### config.mk
export PLATFORM = sky130hd
export DESIGN_NAME = pioc_top
export DESIGN_NICKNAME = d
export VERILOG_FILES = /design/src/pioc_pkg.sv /design/src/pioc_setclr_reg.sv /design/src/pioc_in_sample.sv /design/src/pioc_top.sv
export SDC_FILE = /design/constraint.sdc
export NUM_CORES = 1
export LEC_CHECK = 0
export ABC_CLOCK_PERIOD_IN_PS = 2300
export BUFFER_PORTS_ARGS = -buffer_cell sky130_fd_sc_hd__buf_4
export CAP_MARGIN = 30
export CORE_MARGIN = 2
export CORE_UTILIZATION = 58
export DETAILED_ROUTE_END_ITERATION = 7
export PLACE_DENSITY = 0.81
export RECOVER_POWER = 100
export SYNTH_ARGS = -nofsm -noshare
export SYNTH_HDL_FRONTEND = slang
export SYNTH_SLANG_ARGS = --single-unit
### constraint.sdc
create_clock -name mclk_i -period 2.3 [get_ports mclk_i]
set_input_delay 0.46 -clock mclk_i [delete_from_list [all_inputs] [get_ports mclk_i]]
set_output_delay 0.46 -clock mclk_i [all_outputs]
set_load 0.01 [all_outputs]
### src/pioc_pkg.sv
// Constants and state types shared by the parallel I/O line controller.
// Assumes a 32-bit APB register bus and 32 lines, one per data bit.
package pioc_pkg;

    // ************************************************************
    // Sizes
    // ************************************************************
    localparam int NUM_LINES = 32;                  // Lines handled
    localparam int AW        = 8;                   // APB byte address bits

    // ************************************************************
    // Register byte offsets
    // ************************************************************
    localparam logic [AW-1:0] IO_SELECT_OFS     = 8'h00;  // Give lines to controller
    localparam logic [AW-1:0] HAND_OVER_OFS     = 8'h04;  // Give lines to peripheral
    localparam logic [AW-1:0] OWNER_STAT_OFS    = 8'h08;  // Owner status
    localparam logic [AW-1:0] DRIVE_EN_OFS      = 8'h10;  // Output enable set
    localparam logic [AW-1:0] DRIVE_DIS_OFS     = 8'h14;  // Output enable clear
    localparam logic [AW-1:0] DRIVE_STAT_OFS    = 8'h18;  // Output enable status
    localparam logic [AW-1:0] FILT_EN_OFS       = 8'h20;  // Glitch filter set
    localparam logic [AW-1:0] FILT_DIS_OFS      = 8'h24;  // Glitch filter clear
    localparam logic [AW-1:0] FILT_STAT_OFS     = 8'h28;  // Glitch filter status
    localparam logic [AW-1:0] LEVEL_SET_OFS     = 8'h30;  // Output data set
    localparam logic [AW-1:0] LEVEL_CLR_OFS     = 8'h34;  // Output data clear
    localparam logic [AW-1:0] LEVEL_STAT_OFS    = 8'h38;  // Output data, direct write
    localparam logic [AW-1:0] PIN_LEVEL_OFS     = 8'h3C;  // Sampled pin levels
    localparam logic [AW-1:0] CHG_EN_OFS        = 8'h40;  // Change mask set
    localparam logic [AW-1:0] CHG_DIS_OFS       = 8'h44;  // Change mask clear
    localparam logic [AW-1:0] CHG_MASK_OFS      = 8'h48;  // Change mask status
    localparam logic [AW-1:0] CHG_STAT_OFS      = 8'h4C;  // Change status, read clears
    localparam logic [AW-1:0] MDRV_EN_OFS       = 8'h50;  // Multi-drive set
    localparam logic [AW-1:0] MDRV_DIS_OFS      = 8'h54;  // Multi-drive clear
    localparam logic [AW-1:0] MDRV_STAT_OFS     = 8'h58;  // Multi-drive status
    localparam logic [AW-1:0] PULLUP_DIS_OFS    = 8'h60;  // Pull-up off
    localparam logic [AW-1:0] PULLUP_EN_OFS     = 8'h64;  // Pull-up on
    localparam logic [AW-1:0] PULLUP_STAT_OFS   = 8'h68;  // Pull-up status, 1 = off
    localparam logic [AW-1:0] FUNC_A_OFS        = 8'h70;  // Select function A
    localparam logic [AW-1:0] FUNC_B_OFS        = 8'h74;  // Select function B
    localparam logic [AW-1:0] FUNC_AB_STAT_OFS  = 8'h78;  // A/B status, 1 = B
    localparam logic [AW-1:0] DWR_EN_OFS        = 8'hA0;  // Direct write mask set
    localparam logic [AW-1:0] DWR_DIS_OFS       = 8'hA4;  // Direct write mask clear
    localparam logic [AW-1:0] DWR_MASK_OFS      = 8'hA8;  // Direct write mask status

    // ************************************************************
    // Product-level line options and reset values
    // ************************************************************
    localparam logic [31:0] LINE_MUXED_MASK = 32'hFFFF_FFFF; // 1 = line has a peripheral
    localparam logic [31:0] OWNER_RST       = 32'hFFFF_FFFF; // 0 = peripheral from reset
    localparam logic [31:0] ZERO_RST        = 32'h0000_0000; // Common all-zero reset

    // ************************************************************
    // State types
    // ************************************************************
    typedef struct packed {
        logic [31:0] val;                           // Status bits
    } pioc_sc_s;

    typedef struct packed {
        logic [31:0] raw;                           // Previous raw sample
        logic [31:0] lvl;                           // Accepted pin level
        logic [31:0] chg;                           // Change pulse per line
    } pioc_smp_s;

    typedef struct packed {
        logic [31:0] chg_stat;                      // Sticky change flags
        logic        irq;                           // Interrupt output
        logic [31:0] rdata;                         // Read data for access phase
        logic        slverr;                        // Error for access phase
    } pioc_top_s;

endpackage

### src/pioc_setclr_reg.sv
// One 32-bit status register driven by set, clear and masked direct writes.
// Assumes strobes are one-cycle pulses in the register bus clock domain.
`timescale 1ns/1ns
module pioc_setclr_reg
    import pioc_pkg::*;
#(
    parameter logic [31:0] RST_VAL = 32'h0000_0000    // Value after reset
) (
    // Clock and reset
    input  wire logic        mclk_i,
    input  wire logic        rstn_i,
    // Update requests
    input  wire logic [31:0] set_i,                // Bits to set
    input  wire logic [31:0] clr_i,                // Bits to clear
    input  wire logic [31:0] wmask_i,              // Bits to load directly
    input  wire logic [31:0] wdata_i,              // Direct load data
    // Status
    output logic      [31:0] val_o                 // Current status
);

    pioc_sc_s st_q;                                 // Registered state
    pioc_sc_s st_d;                                 // Next state

    // Set wins over clear should both ever arrive together
    always_comb begin
        st_d     = st_q;
        st_d.val = (st_q.val & ~wmask_i) | (wdata_i & wmask_i);
        st_d.val = (st_d.val & ~clr_i) | set_i;
    end

    // Synchronous reset to the product value
    always_ff @(posedge mclk_i) begin
        if (!rstn_i) begin
            st_q.val <= RST_VAL;
        end else begin
            st_q <= st_d;
        end
    end

    assign val_o = st_q.val;

endmodule

### src/pioc_in_sample.sv
// Pin sampling, optional glitch filter and change detection for 32 lines.
// Assumes pad inputs are synchronous to mclk_i; runs only while smp_en_i is high.
`timescale 1ns/1ns
module pioc_in_sample
    import pioc_pkg::*;
(
    // Clock and reset
    input  wire logic        mclk_i,
    input  wire logic        rstn_i,
    // Control
    input  wire logic        smp_en_i,             // Peripheral clock running
    input  wire logic [31:0] filt_en_i,            // Filter enable per line
    input  wire logic [31:0] pad_in_i,             // Pad levels
    // Results
    output logic      [31:0] level_o,              // Accepted levels
    output logic      [31:0] change_o              // One-cycle change pulses
);

    pioc_smp_s st_q;                                // Registered state
    pioc_smp_s st_d;                                // Next state

    // A filtered line takes the previous sample: one cycle of latency, and
    // a pulse of one cycle or longer still gets through to the level
    always_comb begin
        st_d     = st_q;
        st_d.chg = '0;
        if (smp_en_i) begin
            st_d.raw = pad_in_i;
            st_d.lvl = (filt_en_i & st_q.raw) | (~filt_en_i & pad_in_i);
            st_d.chg = st_d.lvl ^ st_q.lvl;
        end
    end

    // Levels freeze while sampling is stopped
    always_ff @(posedge mclk_i) begin
        if (!rstn_i) begin
            st_q <= '0;
        end else begin
            st_q <= st_d;
        end
    end

    assign level_o  = st_q.lvl;
    assign change_o = st_q.chg;

endmodule

### src/pioc_top.sv
// Parallel I/O line controller: APB registers, line ownership and pad drive.
// Assumes an APB master on mclk_i, pads that resolve the drive enables, and
// a power manager that reports whether the controller clock is enabled.
//
// The APB slave port and the placing of the registers were left to the implementer.
`timescale 1ns/1ns

// Operation
// - 32 lines, one bit each register
// - Pull-up enable clears, disable sets status
// - Pull-up writes act in any configuration
// - Pull-up status resets to zero
// - Select sets owner bit, hand-over clears it
// - Non-muxed lines ignore ownership, read one
// - Owner reset value is product parameter
// - A select clears, B sets; reset zero
// - Peripherals always see pin input level
// - A/B writes act in any ownership
// - Peripheral owns drive enable and level
// - Output enable/disable set drive status
// - Set/clear writes set driven level bits
// - Drive and level writes act always
// - Direct level write honours write mask
// - Mask set/clear, resets to zero
// - Register writes work with clock gated
// - Sampling and change only when clocked
// - Pin level reports pad, frozen when gated
// - Optional filter delays one cycle, passes pulses
// - Change sets flag; read clears; masked irq
// - Multi-drive only pulls low or releases
module pioc_top
    import pioc_pkg::*;
(
    // Clock and reset
    input  wire logic          mclk_i,
    input  wire logic          rstn_i,
    // Power manager
    input  wire logic          per_clk_en_i,    // Controller clock enabled
    // APB slave
    input  wire logic          psel,
    input  wire logic          penable,
    input  wire logic          pwrite,
    input  wire logic [AW-1:0] paddr,
    input  wire logic [31:0]   pwdata,
    output logic      [31:0]   prdata,
    output logic               pready,
    output logic               pslverr,
    // Pads
    input  wire logic [31:0]   pad_in_i,        // Pad input levels
    output logic      [31:0]   pad_out_o,       // Pad output levels
    output logic      [31:0]   pad_oe_n_o,      // Low while the line is driven
    output logic      [31:0]   pullup_en_o,     // High turns the pull-up on
    // Peripheral function A
    input  wire logic [31:0]   func_a_out_i,
    input  wire logic [31:0]   func_a_oe_i,
    // Peripheral function B
    input  wire logic [31:0]   func_b_out_i,
    input  wire logic [31:0]   func_b_oe_i,
    // Peripheral inputs and interrupt
    output logic      [31:0]   func_in_o,       // Pin level to both functions
    output logic               irq_o            // Unmasked change pending
);

    // ************************************************************
    // Bus decode
    // ************************************************************

    pioc_top_s st_q;                              // Registered state
    pioc_top_s st_d;                              // Next state

    logic        wr_cyc;                           // Write taken this edge
    logic        rd_cyc;                           // Read taken this edge
    logic        setup_rd;                         // Read setup cycle

    // Zero wait states keep the slave simple; data is prepared in setup
    assign pready   = 1'b1;
    assign wr_cyc   = psel & penable & pwrite;
    assign rd_cyc   = psel & penable & ~pwrite;
    assign setup_rd = psel & ~penable & ~pwrite;

    // Turn a write to one address into a full-width strobe
    function automatic logic [31:0] wr_at(input logic [AW-1:0] ofs);
        wr_at = (wr_cyc && paddr == ofs) ? pwdata : 32'h0000_0000;
    endfunction

    // ************************************************************
    // Status registers
    // ************************************************************

    logic [31:0] owner_raw;                        // Stored owner bits
    logic [31:0] owner;                            // Owner as seen by logic
    logic [31:0] drive_stat;                       // Output enable status
    logic [31:0] filt_stat;                        // Glitch filter status
    logic [31:0] level_stat;                       // Driven levels
    logic [31:0] chg_mask;                         // Change interrupt mask
    logic [31:0] mdrv_stat;                        // Multi-drive status
    logic [31:0] pullup_stat;                      // 1 = pull-up off
    logic [31:0] ab_stat;                          // 1 = function B
    logic [31:0] dwr_mask;                         // Direct write mask
    logic [31:0] dwr_load;                         // Direct write load enable
    logic [31:0] pin_level;                        // Sampled pin levels
    logic [31:0] change;                           // Change pulses

    // Only muxed lines may change owner; others stay with the controller
    pioc_setclr_reg #(.RST_VAL(OWNER_RST)) u_owner (
        .mclk_i (mclk_i),
        .rstn_i (rstn_i),
        .set_i  (wr_at(IO_SELECT_OFS) & LINE_MUXED_MASK),
        .clr_i  (wr_at(HAND_OVER_OFS) & LINE_MUXED_MASK),
        .wmask_i(32'h0000_0000),
        .wdata_i(32'h0000_0000),
        .val_o  (owner_raw)
    );
    assign owner = owner_raw | ~LINE_MUXED_MASK;

    // Output enable, writable whoever owns the line
    pioc_setclr_reg #(.RST_VAL(ZERO_RST)) u_drive (
        .mclk_i (mclk_i),
        .rstn_i (rstn_i),
        .set_i  (wr_at(DRIVE_EN_OFS)),
        .clr_i  (wr_at(DRIVE_DIS_OFS)),
        .wmask_i(32'h0000_0000),
        .wdata_i(32'h0000_0000),
        .val_o  (drive_stat)
    );

    // Glitch filter selection
    pioc_setclr_reg #(.RST_VAL(ZERO_RST)) u_filt (
        .mclk_i (mclk_i),
        .rstn_i (rstn_i),
        .set_i  (wr_at(FILT_EN_OFS)),
        .clr_i  (wr_at(FILT_DIS_OFS)),
        .wmask_i(32'h0000_0000),
        .wdata_i(32'h0000_0000),
        .val_o  (filt_stat)
    );

    // Driven level, by set/clear or by a masked direct write
    assign dwr_load = (wr_cyc && paddr == LEVEL_STAT_OFS) ? dwr_mask
                                                           : 32'h0000_0000;
    pioc_setclr_reg #(.RST_VAL(ZERO_RST)) u_level (
        .mclk_i (mclk_i),
        .rstn_i (rstn_i),
        .set_i  (wr_at(LEVEL_SET_OFS)),
        .clr_i  (wr_at(LEVEL_CLR_OFS)),
        .wmask_i(dwr_load),
        .wdata_i(pwdata),
        .val_o  (level_stat)
    );

    // Direct write mask, blocked on every line after reset
    pioc_setclr_reg #(.RST_VAL(ZERO_RST)) u_dwr (
        .mclk_i (mclk_i),
        .rstn_i (rstn_i),
        .set_i  (wr_at(DWR_EN_OFS)),
        .clr_i  (wr_at(DWR_DIS_OFS)),
        .wmask_i(32'h0000_0000),
        .wdata_i(32'h0000_0000),
        .val_o  (dwr_mask)
    );

    // Change interrupt mask
    pioc_setclr_reg #(.RST_VAL(ZERO_RST)) u_chgmask (
        .mclk_i (mclk_i),
        .rstn_i (rstn_i),
        .set_i  (wr_at(CHG_EN_OFS)),
        .clr_i  (wr_at(CHG_DIS_OFS)),
        .wmask_i(32'h0000_0000),
        .wdata_i(32'h0000_0000),
        .val_o  (chg_mask)
    );

    // Multi-drive selection, disabled after reset
    pioc_setclr_reg #(.RST_VAL(ZERO_RST)) u_mdrv (
        .mclk_i (mclk_i),
        .rstn_i (rstn_i),
        .set_i  (wr_at(MDRV_EN_OFS)),
        .clr_i  (wr_at(MDRV_DIS_OFS)),
        .wmask_i(32'h0000_0000),
        .wdata_i(32'h0000_0000),
        .val_o  (mdrv_stat)
    );

    // Pull-up status: the disable register sets, the enable register clears
    pioc_setclr_reg #(.RST_VAL(ZERO_RST)) u_pullup (
        .mclk_i (mclk_i),
        .rstn_i (rstn_i),
        .set_i  (wr_at(PULLUP_DIS_OFS)),
        .clr_i  (wr_at(PULLUP_EN_OFS)),
        .wmask_i(32'h0000_0000),
        .wdata_i(32'h0000_0000),
        .val_o  (pullup_stat)
    );

    // Function A/B choice, writable in any ownership
    pioc_setclr_reg #(.RST_VAL(ZERO_RST)) u_ab (
        .mclk_i (mclk_i),
        .rstn_i (rstn_i),
        .set_i  (wr_at(FUNC_B_OFS)),
        .clr_i  (wr_at(FUNC_A_OFS)),
        .wmask_i(32'h0000_0000),
        .wdata_i(32'h0000_0000),
        .val_o  (ab_stat)
    );

    // ************************************************************
    // Input sampling
    // ************************************************************

    // Sampling halts with the controller clock; configuration does not
    pioc_in_sample u_smp (
        .mclk_i   (mclk_i),
        .rstn_i   (rstn_i),
        .smp_en_i (per_clk_en_i),
        .filt_en_i(filt_stat),
        .pad_in_i (pad_in_i),
        .level_o  (pin_level),
        .change_o (change)
    );

    // ************************************************************
    // Pad drive
    // ************************************************************

    logic [31:0] func_oe;                          // Chosen function enable
    logic [31:0] func_out;                         // Chosen function level
    logic [31:0] line_oe;                          // Owner's enable
    logic [31:0] line_out;                         // Owner's level

    // The A/B choice steers only the outgoing path
    assign func_oe   = (ab_stat & func_b_oe_i)  | (~ab_stat & func_a_oe_i);
    assign func_out  = (ab_stat & func_b_out_i) | (~ab_stat & func_a_out_i);
    assign func_in_o = pad_in_i;

    // A peripheral owns both enable and level of its lines
    assign line_oe  = (owner & drive_stat) | (~owner & func_oe);
    assign line_out = (owner & level_stat) | (~owner & func_out);

    // Multi-drive lines only pull low; a high level releases the pad
    assign pad_oe_n_o  = ~(line_oe & (~mdrv_stat | ~line_out));
    assign pad_out_o   = line_out & ~mdrv_stat;
    assign pullup_en_o = ~pullup_stat;

    // ************************************************************
    // Read mux, change flags and interrupt
    // ************************************************************

    // Set/clear registers read as zero; unmapped addresses flag an error
    always_comb begin
        st_d        = st_q;
        // New changes win over a clear-on-read in the same edge
        st_d.chg_stat = ((rd_cyc && paddr == CHG_STAT_OFS) ? 32'h0000_0000
                                                           : st_q.chg_stat)
                        | change;
        // Only a running controller clock raises the interrupt
        st_d.irq    = per_clk_en_i & (|(st_d.chg_stat & chg_mask));
        if (setup_rd || (psel && !penable)) begin
            st_d.slverr = 1'b0;
            st_d.rdata  = 32'h0000_0000;
            unique case (paddr)
                OWNER_STAT_OFS:   st_d.rdata = owner;
                DRIVE_STAT_OFS:   st_d.rdata = drive_stat;
                FILT_STAT_OFS:    st_d.rdata = filt_stat;
                LEVEL_STAT_OFS:   st_d.rdata = level_stat;
                PIN_LEVEL_OFS:    st_d.rdata = pin_level;
                CHG_MASK_OFS:     st_d.rdata = chg_mask;
                CHG_STAT_OFS:     st_d.rdata = st_d.chg_stat;
                MDRV_STAT_OFS:    st_d.rdata = mdrv_stat;
                PULLUP_STAT_OFS:  st_d.rdata = pullup_stat;
                FUNC_AB_STAT_OFS: st_d.rdata = ab_stat;
                DWR_MASK_OFS:     st_d.rdata = dwr_mask;
                // Write-only set and clear addresses
                IO_SELECT_OFS, HAND_OVER_OFS, DRIVE_EN_OFS, DRIVE_DIS_OFS,
                FILT_EN_OFS, FILT_DIS_OFS, LEVEL_SET_OFS, LEVEL_CLR_OFS,
                CHG_EN_OFS, CHG_DIS_OFS, MDRV_EN_OFS, MDRV_DIS_OFS,
                PULLUP_DIS_OFS, PULLUP_EN_OFS, FUNC_A_OFS, FUNC_B_OFS,
                DWR_EN_OFS, DWR_DIS_OFS: st_d.rdata = 32'h0000_0000;
                default:          st_d.slverr = 1'b1;
            endcase
            // Read data only on reads; the error flag covers both directions
            if (pwrite) begin
                st_d.rdata = 32'h0000_0000;
            end
        end
    end

    // One register stage for all top-level state
    always_ff @(posedge mclk_i) begin
        if (!rstn_i) begin
            st_q <= '0;
        end else begin
            st_q <= st_d;
        end
    end

    // Read data comes straight from flip-flops; the error is gated by psel and penable
    assign prdata  = st_q.rdata;
    assign pslverr = st_q.slverr & psel & penable;
    assign irq_o   = st_q.irq;

endmodule

==> qor.yml <==
floorplanning:
  fp.dieW_um: 205
  die_area_um2: 42100
  initial_utilization_pct: 59.0
  rows: 73
  die_h_um: 205
  io_pins: 369
  coreArea_um2: 39800
grt:
  grt_pass1_wl_mm: 148
  grt_max_degree: 108
  gr-total-overflow: 0
  grt_util_all_layers_pct: 47.3
  grt_pass1_vias: 23400
  antenna_found_initial: 0
worst_setup_path:
  startpoint: "paddr[4]"
  end_kind: "flip-flop"
  crit_type: "input port to flip-flop"
  rr_worst_depth: 7
  cp-endpoint: "u_level.val_o[5]"
  worstReg2RegStart: "u_chgmask.val_o[9]"
  r2r-end: "irq_o"
  cp.required_ns: 2.83
  cp-start-kind: "input port"
  r2r_slack_ns: 0.13
  worstPathArrival_ns: 2.80
  crit_fanout: 23
clocking:
  cts_buffer_depth: 3
  clk_latency_ns: 0.61
  clock_sinks: 450
  cts_setup_buffers: 0
  cts_max_level: 2
  clk_pin_slew_worst_paths_ns: 0.06
  cts_tree: "done"
  clockRootBuffer: "clkbuf_16"
  numCtsBuffers: 48
  postCtsHoldBufs: 0
placed_design:
  io_buffers: 367
  place_inst: 3666
  place.gp.congestion: 1.05
  place_ws_ns: -0.257
  hpwl_mm: 75.0
finish:
  fin_util_pct: 71.3
  fin_nets: 3397
  antenna_cells: 0
  instances_no_fill: 3750
  area_growth_pct: 20.9
  drive_gt1_share_pct: 17.7
  layout_common_cells: "427 x dfxtp_1, 417 x nand2_1, 380 x buf_4"
  final_common_cell: "dfxtp_1"
synth:
  synth_seq_cells: 450
  avgSynthCellArea_um2: 8.12
  synth.area.top_cells: "dfxtp_1 38%, nor2b_1 8.0%, a22oi_1 7.7%"
  synth_top_area_share_pct: 38.4
  syn_nets: 3098
  synth_edf_count: 0
  syn_area_um2: 23500
  synthArstFlopShare_pct: 0
  synth_top_area_cell: "dfxtp_1"
  ys_seq_area_share_pct: 38.4
  synthCells: 2892
  yosys_warnings: 0
  synth.distinct_cells: 68
  ys.flop_type: "dfxtp_1"
pwr:
  power_density_nw_per_um2: 618
  max-vdd-ir-drop_mv: 0.603
  p_leak_nw: 10.4
sta:
  hold_viol_final: 0
  finClkSkew_ns: 0.0202
  period_share_pct: 98.5
  fin_tns_setup_ns: 0
  max_slew_margin_pct: -5.26
  finalSetupViolations: 0
  layout_setup_ws_ns: 0.0350
  fmax_ghz: 0.441
  period_minus_slack_ns: 2.27
  tightest_slew_ns: 1.58
  final_max_slew_viol_count: 89
outcome:
  violations: "max-capacitance violations, max-slew violations"
  outcome: "finished, violations left"
drt:
  vias: 24900
  drtIter0Drc: 3646
  first_pass_iters: 6
  drc_errors: 0
  postRouteAntennaNets: 0
  wl_per_cell_um: 27.4
  wl_mm: 103
  via_per_inst: 6.64
flow_run:
  cap_violations: 1
min_path:
  hold_class: "input port to flip-flop"
cell usage after synthesis, drive strengths merged (12+ instances only):
library cell / count
a21boi: 35
a22o: 21
a22oi: 240
and2: 14
a31oi: 17
nor2b: 302
o21ai: 101
o211a: 32
a21oi: 270
o22ai: 12
a211oi: 12
nor3b: 17
a222oi: 14
nor2: 141
a221oi: 31
clkbuf: 197
nand2: 417
mux2i: 144
xor2: 32
inv: 69
o221a: 31
buf: 131
nand3: 49
dfxtp: 450
registers in the layout, summed over array words and instances (netlist names), 32 cells and up:
name and count:
u_owner.val_o 32, u_pullup.val_o 32, u_mdrv.val_o 32, u_level.val_o 32
u_smp.change_o 32, u_smp.st_q 32, prdata 32, u_ab.val_o 32
u_dwr.val_o 32, u_chgmask.val_o 32, u_drive.val_o 32, st_q 33
u_filt.val_o 32, u_smp.level_o 32
logic make-up after synthesis:
group | after synthesis | share of synthesized area (%)
flip-flops | 450 | 38.4
AND/OR/NAND/NOR | 985 | 20.6
XOR/XNOR | 32 | 1.19
other | 1 | 0.0160
AO/OA/AOI/OAI | 875 | 25.5
multiplexers | 152 | 6.52
buffers and inverters | 397 | 7.79
critical path: stages:
cell,delay [ns]
buf_4,0.13
clkbuf_4,0.32
and2_1,0.36
clkbuf_2,0.24
nand2_1,0.10
buf_4,0.19
nor2_1,0.22
clkbuf_2,0.50
o221a_1,0.27
what timing repair did:
action                                 in CTS  in global routing
setup endpoints to repair                   5                 30
resized for setup                           3                 26
endpoints found under the hold margin       0                  0
per-stage QoR:
step,power [mW],hold slack [ns],area (um2)
floorplan,9.04,0.431,23500
global placement,9.81,0.481,27500
detailed placement,9.85,0.485,27500
CTS,17.5,0.139,29000
global route,17.9,0.160,28400
finish,17.6,0.146,28400
area by class of cell:
class | instances | area, um2
well taps | 525 | 657
clock inverters | 18 | 175
repair buffers | 577 | 4200
multi-input cells | 2045 | 12700
inverters | 69 | 259
fillers | 3181 | 11400
flip-flops and latches | 450 | 9040
clock buffers | 66 | 1380
where the power goes:
group          internal, mW  total (mW)  switching [mW]
Combinational         0.702        1.61           0.907
Clock                  4.52        7.85            3.33
Sequential             7.94        8.09           0.156
Total                  13.2        17.6            4.40
layer usage:
metal,vias to the layer above,share of wire (%),track usage (%)
met2,1973,45,75.4
met3,481,10,8.00
met1,11700,35,57.2
met5,-,0,0
li1,10800,-,-
met4,0,9.3,36.0
worst min path at each step:
stage | start | to | slack, ns | cells past startpoint
2_1_floorplan | prdata[16] | prdata[16] | 0.43 | 2
3_3_place_gp | prdata[23] | prdata[23] | 0.48 | 2
3_5_place_dp | prdata[23] | prdata[23] | 0.48 | 2
4_1_cts | pad_in_i[20] | u_smp.st_q[84] | 0.14 | 3
5_1_grt | pad_in_i[20] | u_smp.st_q[84] | 0.16 | 3
6_report | pad_in_i[20] | u_smp.st_q[84] | 0.15 | 3
(Power assumes the default switching activity.)
